## config.mk

```make
export PLATFORM = sky130hd
export DESIGN_NAME = printer_alarm_panel_control
export DESIGN_NICKNAME = d
export VERILOG_FILES = /design/src/include/printer_panel_pkg.sv /design/src/design/printer_alarm_panel_control.sv
export VERILOG_INCLUDE_DIRS = /design/src /design/src/include
export SDC_FILE = /design/constraint.sdc
export NUM_CORES = 1
export LEC_CHECK = 0
export BUFFER_PORTS_ARGS = -buffer_cell sky130_fd_sc_hd__buf_2
export CORE_UTILIZATION = 40
export DETAILED_ROUTE_END_ITERATION = 16
export GPL_TIMING_DRIVEN = 1
export PLACE_DENSITY = 0.66
export REMOVE_ABC_BUFFERS = 1
export SLEW_MARGIN = 20
export SYNTH_ARGS = -nofsm -noshare
export SYNTH_HDL_FRONTEND = slang
export SYNTH_SLANG_ARGS = --single-unit
```

## constraint.sdc

```tcl
create_clock -name clk -period 4.1 [get_ports clk]
set_input_delay 0.82 -clock clk [delete_from_list [all_inputs] [get_ports clk]]
set_output_delay 0.82 -clock clk [all_outputs]
set_load 0.01 [all_outputs]
```

## src/include/printer_panel_map.svh

```systemverilog
// offsets, fields, reset values and timing counts of the printer panel block
`ifndef PRINTER_PANEL_MAP_SVH
`define PRINTER_PANEL_MAP_SVH
`define CLK_HZ 50000000
`define EARLY_STEP_LIMIT 8'd28
`define RENEW_STEPS 8'd18
`define EARLY_RUN_MS 480
`define LATE_RUN_MS 1200
`define EARLY_RUN_CYCLES ((`CLK_HZ / 1000) * `EARLY_RUN_MS)
`define LATE_RUN_CYCLES ((`CLK_HZ / 1000) * `LATE_RUN_MS)
`define TEST_CHAR_CYCLES 50000
`define OFF_CTRL 4'h0
`define OFF_STAT 4'h4
`define OFF_IRQ_STAT 4'h8
`define OFF_IRQ_MASK 4'hc
`define CTRL_LATE 0
`define CTRL_RESET 32'h0000_0000
`define EV_JAM 0
`define EV_OVERVOLT 1
`define EV_SEQ_DONE 2
`define EV_WIDTH 3
`endif

```

## src/include/printer_panel_pkg.sv

```systemverilog
// types of the printer panel block
package printer_panel_pkg;
   typedef enum logic [1:0] {
      seq_idle = 2'b00,
      seq_run = 2'b01,
      seq_done = 2'b11
   } seq_state_type;
endpackage

```

## src/design/printer_alarm_panel_control.sv

```systemverilog
// printer alarm, lamp and high-voltage control with avalon register slave
`timescale 1ns/1ps
`include "printer_panel_map.svh"
//
// Notes on behaviour
// - early units: jam alarm if loop not renewed within 28 to 29 steps.
// - loop renewal after 18 steps clears the step count.
// - early units: jam alarm if pre-feed motor runs over 480 ms.
// - late units: alarm on paper-out switch or motor run over 1.2 s.
// - any alarm darkens ready lamp, lights jam lamp, inhibits printing.
// - jam button after fault cleared resets alarm and jam lamp.
// - active lamp released: paper, interlocks, motors and high voltage all on.
// - active lamp held: lights when all interlocks closed.
// - overvoltage turns off high voltage and ready lamp.
// - ready button resets overvoltage latch; lamp lights while held.
// - break held turns off reverse channel and lights break lamp.
// - transmit start runs calling generator; lamp lit until sequence ends.
// - paper alarm lamp on low supply; late units send test characters.
// - dataset bypass switch allows printing whatever the data set says.
// - open cover interlock, or open door interlock without override, turns off high voltage.
// - override switch bypasses the door interlocks.
module printer_alarm_panel_control #(
   parameter int unsigned EARLY_RUN_CYCLES = `EARLY_RUN_CYCLES,
   parameter int unsigned LATE_RUN_CYCLES = `LATE_RUN_CYCLES,
   parameter int unsigned TEST_CHAR_CYCLES = `TEST_CHAR_CYCLES
) (
   // clock and reset
   input wire logic clk,
   input wire logic rst,
   // avalon-mm slave
   input wire logic [3:0] avs_address,
   input wire logic avs_read,
   input wire logic avs_write,
   input wire logic [31:0] avs_writedata,
   input wire logic [3:0] avs_byteenable,
   output logic [31:0] avs_readdata,
   output logic avs_waitrequest,
   output logic avs_response_err,
   output logic irq,
   // paper transport
   input wire logic line_feed_step,
   input wire logic prefeed_motor_run,
   input wire logic paper_out_switch,
   input wire logic paper_low,
   input wire logic paper_present,
   // interlocks and supply
   input wire logic cover_interlock_closed,
   input wire logic door_interlock_closed,
   input wire logic override_switch,
   input wire logic overvoltage,
   input wire logic motors_on,
   input wire logic dataset_ready,
   input wire logic dataset_bypass_switch,
   // operator buttons and calling sequence done
   input wire logic jam_button,
   input wire logic active_button,
   input wire logic ready_button,
   input wire logic break_button,
   input wire logic transmit_start_button,
   input wire logic paper_alarm_button,
   input wire logic calling_seq_done,
   // lamps and controls
   output logic high_voltage_enable,
   output logic printer_enable,
   output logic ready_lamp,
   output logic active_lamp,
   output logic jam_lamp,
   output logic paper_alarm_lamp,
   output logic break_lamp,
   output logic reverse_channel_enable,
   output logic transmit_start_lamp,
   output logic calling_seq_start,
   output logic test_char_strobe
);
   ////////////////////////////////////////////////////////////////////////////////
   // control register and bus decode
   logic [31:0] ctrl_q;
   logic [`EV_WIDTH-1:0] irq_stat_q;
   logic [`EV_WIDTH-1:0] irq_mask_q;
   logic [31:0] readdata_q;
   logic rd_ack_q;
   wire late_mode = ctrl_q[`CTRL_LATE];
   wire sel_ctrl = (avs_address == `OFF_CTRL);
   wire sel_stat = (avs_address == `OFF_STAT);
   wire sel_istat = (avs_address == `OFF_IRQ_STAT);
   wire sel_imask = (avs_address == `OFF_IRQ_MASK);
   wire sel_any = sel_ctrl | sel_stat | sel_istat | sel_imask;
   wire wr_ctrl = avs_write && sel_ctrl && avs_byteenable[0];
   wire wr_istat = avs_write && sel_istat && avs_byteenable[0];
   wire wr_imask = avs_write && sel_imask && avs_byteenable[0];
   // reads take one wait cycle, writes none
   assign avs_waitrequest = avs_read && !rd_ack_q;
   assign avs_readdata = readdata_q;
   assign avs_response_err = (avs_read || avs_write) && !sel_any;
   ////////////////////////////////////////////////////////////////////////////////
   // jam supervision
   logic [7:0] step_cnt_q;
   logic [31:0] run_cnt_q;
   logic step_q;
   logic jam_q;
   wire step_rise = line_feed_step && !step_q;
   wire renew = prefeed_motor_run && (step_cnt_q >= `RENEW_STEPS);
   wire early_step_fault = !late_mode && (step_cnt_q > `EARLY_STEP_LIMIT);
   wire early_run_fault = !late_mode && (run_cnt_q > EARLY_RUN_CYCLES);
   wire late_fault = late_mode && (paper_out_switch || (run_cnt_q > LATE_RUN_CYCLES));
   wire fault_now = early_step_fault | early_run_fault | late_fault;
   wire jam_clear = jam_button && !fault_now;
   always_ff @(posedge clk or posedge rst) begin
      if (rst) begin
         step_q <= 1'b0;
      end else begin
         step_q <= line_feed_step;
      end
   end
   // step count cleared by renewal, run count cleared on motor stop
   always_ff @(posedge clk or posedge rst) begin
      if (rst) begin
         step_cnt_q <= 8'h00;
      end else if (renew) begin
         step_cnt_q <= 8'h00;
      end else if (step_rise && step_cnt_q != 8'hff) begin
         step_cnt_q <= step_cnt_q + 8'h01;
      end
   end
   always_ff @(posedge clk or posedge rst) begin
      if (rst) begin
         run_cnt_q <= 32'h0000_0000;
      end else if (!prefeed_motor_run) begin
         run_cnt_q <= 32'h0000_0000;
      end else if (run_cnt_q != 32'hffff_ffff) begin
         run_cnt_q <= run_cnt_q + 32'h0000_0001;
      end
   end
   always_ff @(posedge clk or posedge rst) begin
      if (rst) begin
         jam_q <= 1'b0;
      end else if (fault_now) begin
         jam_q <= 1'b1;
      end else if (jam_clear) begin
         jam_q <= 1'b0;
      end
   end
   ////////////////////////////////////////////////////////////////////////////////
   // interlocks, high voltage and lamps
   logic ov_q;
   wire doors_ok = door_interlock_closed || override_switch;
   wire interlocks_ok = cover_interlock_closed && doors_ok;
   wire dataset_ok = dataset_ready || dataset_bypass_switch;
   wire print_cond = paper_present && interlocks_ok && !jam_q;
   always_ff @(posedge clk or posedge rst) begin
      if (rst) begin
         ov_q <= 1'b0;
      end else if (overvoltage) begin
         ov_q <= 1'b1;
      end else if (ready_button) begin
         ov_q <= 1'b0;
      end
   end
   logic hv_q;
   logic ready_q;
   logic active_q;
   logic jam_lamp_q;
   logic printer_en_q;
   logic paper_lamp_q;
   logic break_lamp_q;
   logic rev_q;
   wire hv_d = interlocks_ok && !ov_q && !overvoltage && !jam_q && dataset_ok;
   wire ready_d = ready_button || (print_cond && !ov_q);
   wire active_d = active_button ? interlocks_ok
                                 : (paper_present && interlocks_ok && motors_on && hv_q);
   wire printer_en_d = print_cond && dataset_ok && hv_q;
   always_ff @(posedge clk or posedge rst) begin
      if (rst) begin
         hv_q <= 1'b0;
         ready_q <= 1'b0;
         active_q <= 1'b0;
         jam_lamp_q <= 1'b0;
         printer_en_q <= 1'b0;
         paper_lamp_q <= 1'b0;
         break_lamp_q <= 1'b0;
         rev_q <= 1'b0;
      end else begin
         hv_q <= hv_d;
         ready_q <= ready_d;
         active_q <= active_d;
         jam_lamp_q <= jam_q;
         printer_en_q <= printer_en_d;
         paper_lamp_q <= paper_low || paper_alarm_button;
         break_lamp_q <= break_button;
         rev_q <= !break_button;
      end
   end
   assign high_voltage_enable = hv_q;
   assign ready_lamp = ready_q;
   assign active_lamp = active_q;
   assign jam_lamp = jam_lamp_q;
   assign printer_enable = printer_en_q;
   assign paper_alarm_lamp = paper_lamp_q;
   assign break_lamp = break_lamp_q;
   assign reverse_channel_enable = rev_q;
   ////////////////////////////////////////////////////////////////////////////////
   // calling sequence and test characters
   printer_panel_pkg::seq_state_type seq_q;
   logic start_q;
   logic seq_start_q;
   logic [31:0] tc_cnt_q;
   logic tc_q;
   wire start_rise = transmit_start_button && !start_q;
   always_ff @(posedge clk or posedge rst) begin
      if (rst) begin
         seq_q <= printer_panel_pkg::seq_idle;
         start_q <= 1'b0;
         seq_start_q <= 1'b0;
      end else begin
         start_q <= transmit_start_button;
         seq_start_q <= 1'b0;
         case (seq_q)
            printer_panel_pkg::seq_idle: begin
               if (start_rise) begin
                  seq_q <= printer_panel_pkg::seq_run;
                  seq_start_q <= 1'b1;
               end
            end
            printer_panel_pkg::seq_run: begin
               if (calling_seq_done) begin
                  seq_q <= printer_panel_pkg::seq_done;
               end
            end
            printer_panel_pkg::seq_done: begin
               seq_q <= printer_panel_pkg::seq_idle;
            end
            default: begin
               seq_q <= printer_panel_pkg::seq_idle;
            end
         endcase
      end
   end
   assign transmit_start_lamp = (seq_q == printer_panel_pkg::seq_run);
   assign calling_seq_start = seq_start_q;
   wire tc_wrap = (tc_cnt_q >= TEST_CHAR_CYCLES - 1);
   always_ff @(posedge clk or posedge rst) begin
      if (rst) begin
         tc_cnt_q <= 32'h0000_0000;
         tc_q <= 1'b0;
      end else if (!(late_mode && paper_alarm_button)) begin
         tc_cnt_q <= 32'h0000_0000;
         tc_q <= 1'b0;
      end else begin
         tc_cnt_q <= tc_wrap ? 32'h0000_0000 : tc_cnt_q + 32'h0000_0001;
         tc_q <= (tc_cnt_q == 32'h0000_0000);
      end
   end
   assign test_char_strobe = tc_q;
   ////////////////////////////////////////////////////////////////////////////////
   // interrupts and registers
   logic jam_prev_q;
   logic ov_prev_q;
   wire [`EV_WIDTH-1:0] ev = {seq_q == printer_panel_pkg::seq_done, ov_q && !ov_prev_q, jam_q && !jam_prev_q};
   wire [`EV_WIDTH-1:0] wclr = wr_istat ? avs_writedata[`EV_WIDTH-1:0] : {`EV_WIDTH{1'b0}};
   wire [31:0] stat_word = {24'h00_0000, paper_low, paper_out_switch, printer_en_q, hv_q, ov_q, jam_q,
                            seq_q == printer_panel_pkg::seq_run, interlocks_ok};
   wire [31:0] rd_mux = sel_ctrl ? ctrl_q :
                        sel_stat ? stat_word :
                        sel_istat ? {29'h0000_0000, irq_stat_q} :
                        sel_imask ? {29'h0000_0000, irq_mask_q} : 32'h0000_0000;
   always_ff @(posedge clk or posedge rst) begin
      if (rst) begin
         ctrl_q <= `CTRL_RESET;
         irq_stat_q <= {`EV_WIDTH{1'b0}};
         irq_mask_q <= {`EV_WIDTH{1'b0}};
         jam_prev_q <= 1'b0;
         ov_prev_q <= 1'b0;
         readdata_q <= 32'h0000_0000;
         rd_ack_q <= 1'b0;
      end else begin
         jam_prev_q <= jam_q;
         ov_prev_q <= ov_q;
         irq_stat_q <= (irq_stat_q & ~wclr) | ev;
         if (wr_ctrl) begin
            ctrl_q <= {31'h0000_0000, avs_writedata[`CTRL_LATE]};
         end
         if (wr_imask) begin
            irq_mask_q <= avs_writedata[`EV_WIDTH-1:0];
         end
         rd_ack_q <= avs_read && !rd_ack_q;
         if (avs_read && !rd_ack_q) begin
            readdata_q <= rd_mux;
         end
      end
   end
   assign irq = |(irq_stat_q & irq_mask_q);
   ////////////////////////////////////////////////////////////////////////////////
   // assertions
   AST_EARLY_STEP: assert property (@(posedge clk) disable iff (rst)
      (!late_mode && step_cnt_q == 8'd29)
      |=> jam_q) else $error("no jam after 29 steps");
   AST_EARLY_ONLY: assert property (@(posedge clk) disable iff (rst)
      (late_mode && !late_fault && !jam_q)
      |=> !jam_q) else $error("step count alarm in late mode");
   AST_RENEW: assert property (@(posedge clk) disable iff (rst)
      renew
      |=> step_cnt_q == 8'h00) else $error("renewal did not clear steps");
   AST_EARLY_RUN: assert property (@(posedge clk) disable iff (rst)
      (!late_mode && run_cnt_q > EARLY_RUN_CYCLES)
      |=> jam_q) else $error("no jam on long run");
   AST_LATE_OUT: assert property (@(posedge clk) disable iff (rst)
      (late_mode && paper_out_switch)
      |=> jam_q) else $error("no alarm on paper out");
   AST_LATE_RUN: assert property (@(posedge clk) disable iff (rst)
      (late_mode && run_cnt_q > LATE_RUN_CYCLES)
      |=> jam_q) else $error("no alarm on long late run");
   AST_JAM_LAMPS: assert property (@(posedge clk) disable iff (rst)
      (jam_q && !ready_button)
      |=> (!ready_q && jam_lamp_q && !printer_en_q)) else $error("jam lamps wrong");
   AST_JAM_HV: assert property (@(posedge clk) disable iff (rst)
      jam_q
      |=> !hv_q) else $error("high voltage on during jam");
   AST_JAM_CLEAR: assert property (@(posedge clk) disable iff (rst)
      (jam_q && jam_clear)
      |=> !jam_q ##1 !jam_lamp_q) else $error("jam not cleared");
   AST_ACTIVE_REL: assert property (@(posedge clk) disable iff (rst)
      (!active_button && paper_present && interlocks_ok && motors_on && hv_q)
      |=> active_q) else $error("active lamp dark when ready");
   AST_ACTIVE_DARK: assert property (@(posedge clk) disable iff (rst)
      (!active_button && !(paper_present && motors_on && hv_q))
      |=> !active_q) else $error("active lamp lit when not ready");
   AST_ACTIVE_HELD: assert property (@(posedge clk) disable iff (rst)
      (active_button && interlocks_ok)
      |=> active_q) else $error("active lamp dark while held");
   AST_ACTIVE_OPEN: assert property (@(posedge clk) disable iff (rst)
      !interlocks_ok
      |=> !active_q) else $error("active lamp lit with interlock open");
   AST_OV_HV: assert property (@(posedge clk) disable iff (rst)
      overvoltage
      |=> (!hv_q && ov_q)) else $error("high voltage on in overvoltage");
   AST_OV_READY: assert property (@(posedge clk) disable iff (rst)
      (ov_q && !ready_button)
      |=> !ready_q) else $error("ready lamp lit in overvoltage");
   AST_READY_HELD: assert property (@(posedge clk) disable iff (rst)
      ready_button
      |=> ready_q) else $error("ready lamp dark while held");
   AST_OV_RESET: assert property (@(posedge clk) disable iff (rst)
      (ready_button && !overvoltage)
      |=> !ov_q) else $error("overvoltage latch not reset");
   AST_BREAK: assert property (@(posedge clk) disable iff (rst)
      break_button
      |=> (break_lamp_q && !rev_q)) else $error("break not honoured");
   AST_BREAK_REL: assert property (@(posedge clk) disable iff (rst)
      !break_button
      |=> (!break_lamp_q && rev_q)) else $error("break stuck after release");
   AST_SEQ_START: assert property (@(posedge clk) disable iff (rst)
      (seq_q == printer_panel_pkg::seq_idle && start_rise)
      |=> (seq_start_q && transmit_start_lamp)) else $error("calling sequence not started");
   AST_SEQ_END: assert property (@(posedge clk) disable iff (rst)
      (seq_q == printer_panel_pkg::seq_run && calling_seq_done)
      |=> !transmit_start_lamp) else $error("start lamp lit after sequence");
   AST_PAPER_LAMP: assert property (@(posedge clk) disable iff (rst)
      paper_low
      |=> paper_lamp_q) else $error("paper alarm lamp dark on low supply");
   AST_TEST_IDLE: assert property (@(posedge clk) disable iff (rst)
      !(late_mode && paper_alarm_button)
      |=> !tc_q) else $error("test character without button");
   AST_BYPASS: assert property (@(posedge clk) disable iff (rst)
      (dataset_bypass_switch && print_cond && hv_q)
      |=> printer_en_q) else $error("printing blocked in test position");
   AST_INTERLOCK: assert property (@(posedge clk) disable iff (rst)
      !cover_interlock_closed
      |=> !hv_q) else $error("high voltage with cover open");
   AST_DOOR: assert property (@(posedge clk) disable iff (rst)
      (!door_interlock_closed && !override_switch)
      |=> !hv_q) else $error("high voltage with door open");
   AST_OVERRIDE: assert property (@(posedge clk) disable iff (rst)
      (override_switch && cover_interlock_closed && !ov_q && !overvoltage && !jam_q && dataset_ok)
      |=> hv_q) else $error("override did not bypass doors");
   AST_RUN_CLR: assert property (@(posedge clk) disable iff (rst)
      !prefeed_motor_run
      |=> run_cnt_q == 32'h0000_0000) else $error("run count not cleared");
endmodule // printer_alarm_panel_control

```

==> results of run 1 <==
## worst register-to-register path, delay by kind of cell, from the launching register on
family,cells,cell delay [ps]
flip-flops,1,530
AND/OR/NAND/NOR,2,1040
AO/OA/AOI/OAI,3,1070
## final timing paths
path | cells past startpoint | start | slack (ps) | end
max | 5 | run_cnt_q[20]$_DFFE_PP0P_ | 1390 | run_cnt_q[23]$_DFFE_PP0P_
min | 1 | ov_prev_q$_DFF_PP0_ | 420 | irq_stat_q[1]$_DFF_PP0_
max reg2reg | 5 | run_cnt_q[20]$_DFFE_PP0P_ | 1390 | run_cnt_q[23]$_DFFE_PP0P_
min reg2reg | 1 | ov_prev_q$_DFF_PP0_ | 420 | irq_stat_q[1]$_DFF_PP0_
max in group asynchronous | 3 | rst | 2620 | run_cnt_q[21]$_DFFE_PP0P_
min in group asynchronous | 2 | rst | 670 | tc_cnt_q[0]$_DFF_PP0_
## sequential cells by signal, indices dropped and copies added, names as in the netlist, 2 cells and up
register / cells
irq_mask_q: 3
seq_q: 2
run_cnt_q: 32
avs_readdata: 8
tc_cnt_q: 32
step_cnt_q: 8
irq_stat_q: 3
## layout by cell type, fill, tap and decap left out, types with 3 or more instances in the layout
| cell | netlist | layout |
|---|---|---|
| dfrtp_1 | 105 | 105 |
| buf_2 | 1 | 52 |
| nor2_1 | 42 | 42 |
| conb_1 | 1 | 40 |
| nand2_1 | 37 | 37 |
| nor3_1 | 25 | 25 |
| nand4_1 | 21 | 21 |
| nand3_1 | 20 | 20 |
| xnor2_1 | 20 | 20 |
| xor2_1 | 16 | 16 |
| inv_1 | 15 | 14 |
| a21oi_1 | 14 | 13 |
| o21ai_0 | 12 | 12 |
| nor4_1 | 12 | 12 |
| nand2b_1 | 10 | 10 |
| a22o_1 | 9 | 9 |
| or4_1 | 9 | 9 |
| clkbuf_16 | 0 | 9 |
| and4_1 | 7 | 7 |
| mux2i_1 | 7 | 7 |
| a31oi_1 | 6 | 6 |
| ha_1 | 6 | 6 |
| mux2_2 | 5 | 5 |
| nor4b_1 | 5 | 5 |
| and3_1 | 5 | 5 |
| o31ai_1 | 5 | 5 |
| a211oi_1 | 4 | 4 |
| and2_1 | 4 | 4 |
| or3_1 | 4 | 4 |
| and3_2 | 3 | 3 |
| a41oi_1 | 3 | 3 |
| clkinvlp_4 | 0 | 3 |
| buf_4 | 28 | 3 |
## logic make-up (layout without fill, tap and decap cells)
logic type	Yosys count	after routing
compound gates	71	71
xor+xnor	36	36
fa+ha+maj	6	6
buf+inv	64	88
flops	105	105
mux	13	13
other cells	1	40
simple gates	214	214
## per-stage QoR
step                      std cells    util  setup slack (ps)  total power, mW  instance area (µm²)
after floorplan                 502       -             519.5            1.347                 5034
after global placement          729  0.4385              1489            1.432                 5534
after detailed placement        729  0.4385              1420            1.444                 5534
after CTS                       745  0.4595              1392            2.233                 5799
after global routing            745  0.4598              1171            2.334                 5803
final                           745  0.4598              1389            2.205                 5803
## power breakdown
part	switching [mW]	internal (mW)	leakage, nW	total [mW]
registers	0.0713	1.11	1.37	1.18
logic	0.142	0.102	1.09	0.244
clock network	0.373	0.410	0.122	0.784
total	0.587	1.62	2.58	2.21
## per-layer routing
layer,part of all wire,vias to the layer above,track usage
met5,0,-,0
met4,0.019,0,0.08120
met3,0.051,14,0.03295
met2,0.47,124,0.2730
met1,0.46,1886,0.2201
li1,-,1887,-
## cell type report
| type | instances | area share |
|---|---|---|
| multi-input cells | 380 | 0.4043 |
| clock buffers | 11 | 0.04010 |
| flip-flops and latches | 105 | 0.4528 |
| repair buffers | 55 | 0.04873 |
| inverters | 17 | 0.01143 |
| clock inverters | 5 | 0.005606 |
| well taps | 172 | 0.03708 |
## Yosys cell counts (2+ instances only)
master	instances	area share
nor4_1	12	0.014
nor3_1	25	0.024
nand2b_1	10	0.012
xor2_1	16	0.027
inv_1	15	0.011
or4_1	9	0.013
buf_6	2	0.0043
a311oi_1	2	0.0034
nand4_1	21	0.025
or2_2	2	0.0024
nand3_1	20	0.019
a31oi_1	6	0.0072
dfrtp_1	105	0.51
o31ai_1	5	0.0072
a41oi_1	3	0.0051
a31o_2	2	0.0034
and3_2	3	0.0043
ha_1	6	0.014
a21oi_1	14	0.013
and3_1	5	0.0060
buf_4	28	0.040
mux2_2	5	0.011
nor2b_1	2	0.0024
mux2i_1	7	0.013
o21ai_0	12	0.012
nor4b_1	5	0.0084
a211oi_1	4	0.0058
and2_1	4	0.0048
a21o_1	2	0.0029
a22o_1	9	0.015
clkinv_1	2	0.0014
nand2_1	37	0.027
nor2_1	42	0.030
clkbuf_1	14	0.010
or3_1	4	0.0048
xnor2_1	20	0.034
and4_1	7	0.012
==> metrics.csv, run 1 <==
stage,metric,value,unit
floorplanning,start_util,0.4118,
critical_path,critPathMaxFanout,16,
cts,clkLatencyLatePin,340,ps
floorplanning,dieArea,0.01345,mm²
final_layout,multi_input_area,0.002346,mm²
timing,fin_skew,6.785,ps
floorplanning,rows,41,
timing,fin_setup_tns,0,ps
global_routing,grt_overflow,0,
final_layout,fill_cells,1182,
critical_path,path_class,register to register,
flow_run,drv_cap,0,
final_layout,areaGrowthSynthToFinish,11.68,%
final_layout,seq_area,0.002628,mm²
synthesis,synth_compound_area_frac,0.09463,
final_layout,drive_gt1_frac,0.1536,
critical_path,max_stage_delay,740,ps
critical_path,path_buf_inv,0,
cts,cts_tree,built,
cts,root_buffer,clkbuf_16,
critical_path,cp_top_family,compound AO/OA/AOI/OAI gates,
synthesis,syn_area_per_cell,10.19,µm²
timing,max_freq,368.9,MHz
outcome,status,finished clean,
timing,timing.hold.ws,420.9,ps
timing,hold_violations,0,
timing,drv_slew,0,
floorplanning,io_pins,109,
routing,antenna_left,0,
synthesis,synth-simple-area-share,0.2235,
cts,cts_sinks,105,
critical_path,cp.arrival,2980,ps
synthesis,synth.distinct_cells,60,
critical_path,cp-start-kind,register,
synthesis,synth-xor-area-share,0.06068,
global_routing,grt_max_degree,78,
synthesis,synth_top_family_by_area,simple AND/OR/NAND/NOR gates,
critical_path,crit_required,4370,ps
cts,holdBufCountCts,0,
synthesis,synth_area,0.005196,mm²
floorplanning,coreArea,0.01262,mm²
place,portBuffers,52,
cts,cts_resized,0,
timing,period_minus_slack,2711,ps
cts,numCtsBuffers,9,
synthesis,syn_inst,510,
routing,wire_per_inst,13.97,µm
power,peakVddDrop,0.2017,mV
place,gp_congestion,0.8570,
cts,post-cts-setup-buffer-count,0,
critical_path,crit_chain,nand4_1 > nor4_4 > a311o_1 > o21ai_0 > a21oi_1,
timing,worst_pin_slew,941.2,ps
synthesis,synth_ff_type,dfrtp_1,
routing,vias_per_cell,5.250,
timing,finalSetupViolCount,0,
synthesis,ys_warn_count,0,
synthesis,ys_ff_latch,105,
critical_path,critPathSlowestCell,nor4_4,
global_routing,first_global_vias,3827,
global_routing,grt_usage,0.1697,
routing,vias,3911,
synthesis,ys_async_sr_fraction,1.000,
synthesis,seq_area_frac_synth,0.5057,
final_layout,nNetsFinal,637,
cts,cts_max_path_buffers,2,
synthesis,synth.area.mux_share,0.02865,
floorplanning,die_w,116.0,µm
place,dpl.hpwl,7173,µm
synthesis,synth_edf_count,0,
critical_path,endpoint_kind,register,
routing,dr.pass1.iters,4,
final_layout,n_antenna_cell,0,
timing,rsz0062_at_grt,false,
routing,drt_iter0_drc,304,
power,leakagePower,2.581,nW
power,pwr_density_cell,380.0,mW/mm²
timing,relSlewSlack,0.3725,
synthesis,synth_fa_ha_area_frac,0.01445,
hold_path,hp-class,register to register,
cts,clk_pin_slew,70,ps
routing,drc,0,
global_routing,antenna_found_initial,0,
timing,finalCritPeriodShare,0.6612,
routing,routed_wl,10410,µm
cts,htreeDepth,3,
floorplanning,die_h,116.0,µm
global_routing,grt_pass1_wl,17970,µm
(Power assumes the default switching activity.)
==> run 2: changes to the inputs <==
==> constraint.sdc (replaced) <==
create_clock -name clk -period 2.5 [get_ports clk]
set_input_delay 0.5 -clock clk [delete_from_list [all_inputs] [get_ports clk]]
set_output_delay 0.5 -clock clk [all_outputs]
set_load 0.01 [all_outputs]
==> metrics.csv, run 2 (synthesis results as in run 1) <==
stage,metric,value,unit,change
routing,vias,4018,,+2.7%
final_layout,n_antenna_cell,0,,unchanged
timing,finalCritPeriodShare,0.9488,,+0.2876
timing,period_minus_slack,2372,ps,-338.7 ps
routing,vias_per_cell,5.252,,about the same
timing,hold_violations,0,,unchanged
critical_path,path_class,register to register,,
global_routing,grt_overflow,0,,unchanged
routing,routed_wl,10720,µm,+2.9%
floorplanning,die_w,116.0,µm,unchanged
routing,wire_per_inst,14.01,µm,+0.23%
flow_run,drv_cap,0,,unchanged
outcome,status,finished clean,,
cts,htreeDepth,3,,unchanged
global_routing,first_global_vias,3722,,-2.7%
floorplanning,die_h,116.0,µm,unchanged
timing,rsz0062_at_grt,false,,
place,gp_congestion,0.8459,,-1.3%
critical_path,endpoint_kind,register,,
cts,post-cts-setup-buffer-count,0,,unchanged
cts,cts_max_path_buffers,2,,unchanged
global_routing,antenna_found_initial,0,,unchanged
floorplanning,coreArea,0.01262,mm²,unchanged
cts,clkLatencyLatePin,350,ps,about the same
place,portBuffers,52,,unchanged
critical_path,cp.arrival,2650,ps,-330 ps
final_layout,final_cells,765,,+2.7%
final_layout,drive_gt1_frac,0.1838,,+0.03023
floorplanning,dieArea,0.01345,mm²,unchanged
routing,antenna_left,0,,unchanged
critical_path,critical_path.startpoint,run_cnt_q[12]$_DFFE_PP0P_,,
cts,root_buffer,clkbuf_16,,
place,dpl.hpwl,7528,µm,+5.0%
critical_path,cp-start-kind,register,,
routing,drt_iter0_drc,285,,-6.3%
global_routing,grt_pass1_wl,17940,µm,-0.19%
cts,cts_sinks,105,,unchanged
place,dp.cells,751,,+3.0%
cts,clk_pin_slew,70,ps,about the same
timing,finalSetupViolCount,0,,unchanged
power,leakagePower,2.729,nW,+5.7%
timing,relSlewSlack,0.5254,,+0.1529
floorplanning,io_pins,109,,unchanged
routing,drc,0,,unchanged
cts,numCtsBuffers,9,,unchanged
timing,timing.hold.ws,192.2,ps,-228.6 ps
routing,dr.pass1.iters,5,,+1
final_layout,nNetsFinal,659,,+3.5%
critical_path,critPathMaxFanout,14,,-2
timing,max_freq,421.6,MHz,+14%
final_layout,final_common_cell,dfrtp_1,,
timing,fin_ws,128.0,ps,-1261 ps
global_routing,grt_max_degree,48,,-38%
cts,cts_resized,0,,unchanged
place,dp_slack,80.21,ps,-1340 ps
cts,holdBufCountCts,0,,unchanged
hold_path,hp-class,primary input to asynchronous set/reset pin,,
floorplanning,rows,41,,unchanged
power,peakVddDrop,0.3264,mV,+62%
timing,drv_slew,0,,unchanged
global_routing,grt_usage,0.1713,,+0.001567
timing,worst_pin_slew,702.6,ps,-238.6 ps
final_layout,reg_top3,"run_cnt_q (32), tc_cnt_q (32)",,
timing,fin_skew,9.513,ps,+2.728 ps
power,pwr_density_cell,633.7,mW/mm²,+67%
cts,cts_tree,built,,
critical_path,crit_required,2770,ps,-1600 ps
floorplanning,start_util,0.4118,,unchanged
final_layout,layout_common_cells,"dfrtp_1, buf_2, nor2_1, conb_1, nand2_1",,
final_layout,areaGrowthSynthToFinish,15.84,%,
power,power.total,3.814,mW,+73%
critical_path,rr_startpoint,run_cnt_q[12]$_DFFE_PP0P_,,
run 2: per-stage QoR:
step / util / instance area [µm²] / setup TNS (ps)
2_1_floorplan: - / 5034 / -79860
3_3_place_gp: 0.4520 / 5704 / 0
3_5_place_dp: 0.4526 / 5712 / 0
4_1_cts: 0.4769 / 6018 / 0
5_1_grt: 0.4770 / 6020 / 0
6_report: 0.4770 / 6020 / 0
run 2: final cells by class:
class	instances	area, µm²
repair buffers	77	460.4
inverters	17	66.31
multi-input cells	380	2344
flip-flops and latches	105	2628
fillers	1177	6600
well taps	172	215.2
clock buffers	10	229.0
clock inverters	4	77.57
run 2: where the power goes:
part | internal (mW) | switching (mW)
registers | 1.81 | 0.122
logic | 0.171 | 0.238
clock network | 0.872 | 0.596
run 2: path summary, 6_finish.rpt:
check                      cells after the start                           to  slack [ps]
max reg2reg                                    5    run_cnt_q[31]$_DFFE_PP0P_         130
min                                            2        tc_cnt_q[8]$_DFF_PP0_         190
max                                            5    run_cnt_q[31]$_DFFE_PP0P_         130
min in group clk                               1             step_q$_DFF_PP0_         280
min reg2reg                                    1      irq_stat_q[1]$_DFF_PP0_         410
max in group asynchronous                      3  avs_readdata[2]$_DFFE_PP0P_        1630
run 2: routing by layer:
metal  part of all wire  up-vias  GRT usage
met5                  0        -          0
met4              0.021        0    0.08291
met3              0.043       15    0.02667
met2               0.47      118     0.2698
met1               0.47     1953     0.2309
li1                   -     1932          -
run 2: critical path: stages (launching register included):
cell     delay [ps]
dfrtp_1         480
nand4_1         150
or4_1           520
a311o_2         460
or4_1           550
a21oi_1         150
==> run 3: changes to the inputs <==
--- a/config.mk
+++ b/config.mk
@@ -6,9 +6,11 @@
 export SDC_FILE = /design/constraint.sdc
 export NUM_CORES = 1
 export LEC_CHECK = 0
+export ABC_AREA = 1
 export BUFFER_PORTS_ARGS = -buffer_cell sky130_fd_sc_hd__buf_2
 export CORE_UTILIZATION = 40
 export DETAILED_ROUTE_END_ITERATION = 16
+export GPL_ROUTABILITY_DRIVEN = 0
 export GPL_TIMING_DRIVEN = 1
 export PLACE_DENSITY = 0.66
 export REMOVE_ABC_BUFFERS = 1
==> metrics.csv, run 3 <==
stage,metric,value,unit,change
outcome,status,finished clean,,
critical_path,cp.arrival,2380,ps,-270 ps
timing,rsz0062_at_grt,false,,
routing,routed_wl,12150,µm,+13%
timing,fin_skew,6.186,ps,-3.327 ps
global_routing,antenna_found_initial,0,,unchanged
critical_path,critPathMaxFanout,16,,+2
critical_path,crit_required,2770,ps,about the same
critical_path,cp-start-kind,register,,
final_layout,fin_area,0.006322,mm²,+5.0%
final_layout,final_cells,974,,+27%
timing,max_freq,473.9,MHz,+12%
timing,fin_setup_tns,0,ps,unchanged
synthesis,ys_async_sr_fraction,1.000,,unchanged
final_layout,drive_gt1_frac,0.1316,,-0.05223
final_layout,layout_common_cells,"nand2_1, nor2_1, dfrtp_1, nand3_1, inv_1",,
global_routing,grt_usage,0.1867,,+0.01541
timing,finalSetupViolCount,0,,unchanged
synthesis,netlist_top_cells_count,"nand2_1, nor2_1, dfrtp_1",,
timing,finalCritPeriodShare,0.8441,,-0.1047
global_routing,grt_pass1_wl,21230,µm,+18%
routing,drt_iter0_drc,404,,+42%
critical_path,ff2ff_path_depth,10,,+5
global_routing,grt_max_degree,50,,+4.2%
synthesis,synth_area_leader_cell,dfrtp_1,,
floorplanning,rows,42,,+2.4%
cts,numCtsBuffers,9,,unchanged
synthesis,ys_ff_latch,105,,unchanged
power,leakagePower,3.172,nW,+16%
critical_path,rr_endpoint,run_cnt_q[15]$_DFFE_PP0P_,,
final_layout,final_common_cell,nand2_1,,
routing,antenna_left,0,,unchanged
final_layout,n_antenna_cell,0,,unchanged
critical_path,endpoint_kind,register,,
cts,root_buffer,clkbuf_16,,
timing,drv_slew,0,,unchanged
floorplanning,die_h,119.7,µm,+3.2%
routing,dr.pass1.iters,5,,unchanged
synthesis,syn_area_per_cell,7.741,µm²,-24%
routing,drc,0,,unchanged
flow_run,drv_cap,0,,unchanged
critical_path,path_class,register to register,,
cts,clkLatencyLatePin,360,ps,about the same
cts,cts_resized,0,,unchanged
synthesis,synth.distinct_cells,37,,-38%
synthesis,synth_ff_type,dfrtp_1,,
final_layout,reg_top3,"run_cnt_q (32), tc_cnt_q (32)",,
synthesis,ys_warn_count,0,,unchanged
power,peakVddDrop,0.4091,mV,+25%
routing,wire_per_inst,12.47,µm,-11%
place,dp.cells,958,,+28%
timing,hold_violations,0,,unchanged
synthesis,synth_top_area_frac,0.4740,,-0.03162
timing,relSlewSlack,0.5978,,+0.07235
place,dpl.hpwl,9057,µm,+20%
global_routing,grt_overflow,0,,unchanged
floorplanning,dieArea,0.01433,mm²,+6.6%
final_layout,areaGrowthSynthToFinish,14.06,%,
timing,period_minus_slack,2110,ps,-261.7 ps
cts,cts_sinks,105,,unchanged
place,placed_cell_area,0.006027,mm²,+5.5%
final_layout,nNetsFinal,862,,+31%
synthesis,yosysMostFrequentCell,nand2_1,,
cts,cts_tree,built,,
place,portBuffers,52,,unchanged
place,dp_slack,417.6,ps,+337.4 ps
timing,worst_pin_slew,598.7,ps,-103.9 ps
critical_path,reg2reg_slack,390,ps,+260 ps
final_layout,fin_util,0.4718,,-0.005196
floorplanning,coreArea,0.01340,mm²,+6.2%
synthesis,syn_inst,716,,+40%
synthesis,synth_area_leaders,"dfrtp_1, nand2_1, nor2_1",,
floorplanning,die_w,119.7,µm,+3.2%
power,pwr_density_cell,606.0,mW/mm²,-4.4%
floorplanning,start_util,0.4136,,+0.001873
cts,holdBufCountCts,0,,unchanged
cts,htreeDepth,3,,unchanged
floorplanning,io_pins,109,,unchanged
synthesis,synth_edf_count,0,,unchanged
routing,vias_per_cell,4.837,,-7.9%
critical_path,rr_startpoint,run_cnt_q[1]$_DFFE_PP0P_,,
cts,post-cts-setup-buffer-count,0,,unchanged
cts,cts_max_path_buffers,2,,unchanged
synthesis,synth_area,0.005543,mm²,+6.7%
synthesis,seq_area_frac_synth,0.4740,,-0.03162
hold_path,hp-class,primary input to asynchronous set/reset pin,,
cts,clk_pin_slew,70,ps,about the same
routing,vias,4711,,+17%
timing,fin_ws,389.7,ps,+261.7 ps
global_routing,first_global_vias,4351,,+17%
-- run 3: power breakdown --
part	switching (mW)	leakage, nW	internal (mW)
registers	0.0893	1.37	1.82
clock network	0.696	0.147	0.706
logic	0.337	1.66	0.183
-- run 3: worst max path at each step --
stage,startpoint,endpoint,slack (ps),depth (start not counted)
2_1_floorplan,rst,active_lamp$_DFF_PP0_,-760,1
3_3_place_gp,run_cnt_q[1]$_DFFE_PP0P_,run_cnt_q[15]$_DFFE_PP0P_,440,10
3_5_place_dp,run_cnt_q[1]$_DFFE_PP0P_,run_cnt_q[13]$_DFFE_PP0P_,420,10
4_1_cts,run_cnt_q[1]$_DFFE_PP0P_,run_cnt_q[13]$_DFFE_PP0P_,390,10
5_1_grt,run_cnt_q[1]$_DFFE_PP0P_,run_cnt_q[13]$_DFFE_PP0P_,180,10
6_report,run_cnt_q[1]$_DFFE_PP0P_,run_cnt_q[15]$_DFFE_PP0P_,390,10
-- run 3: final cells by class --
class | instances | area [µm²]
sequential | 105 | 2628
inverter | 77 | 291.5
fill | 1350 | 7078
timing repair buffer | 60 | 345.3
clock buffer | 9 | 225.2
tap | 176 | 220.2
multi-input combinational | 540 | 2542
clock inverter | 7 | 70.07
-- run 3: stage by stage --
step	hold WS (ps)	total power, mW
2_1_floorplan	374.3	2.279
3_3_place_gp	383.3	2.461
3_5_place_dp	395.4	2.467
4_1_cts	199.6	3.884
5_1_grt	220.1	4.060
6_report	175.1	3.831
-- run 3: routing by layer --
layer  routed length, µm  vias up  GRT usage
met3                 608       15    0.04087
li1                    -     2391          -
met1                5920     2167     0.2600
met4                 206        0    0.06172
met2                5412      138     0.2876
met5                   0        -          0
-- run 3: worst max-delay path, cell delays in order (launching register included) --
cell     delay, ps
dfrtp_1        390
ha_1           260
nand2_1        160
nor2_4         180
nand2_2        120
nor2_4         120
nand2_2         70
nor2_4         160
nand2_2        240
buf_12         240
o31ai_1         60
-- run 3: logic make-up after synthesis --
family	Yosys count	synth area share
AND/OR/NAND/NOR	424	0.3339
buffers and inverters	110	0.09368
flip-flops	105	0.4740
AO/OA/AOI/OAI	53	0.05734
XOR/XNOR	17	0.02686
adder cells (fa/ha/maj)	6	0.01354
other	1	0.0006766
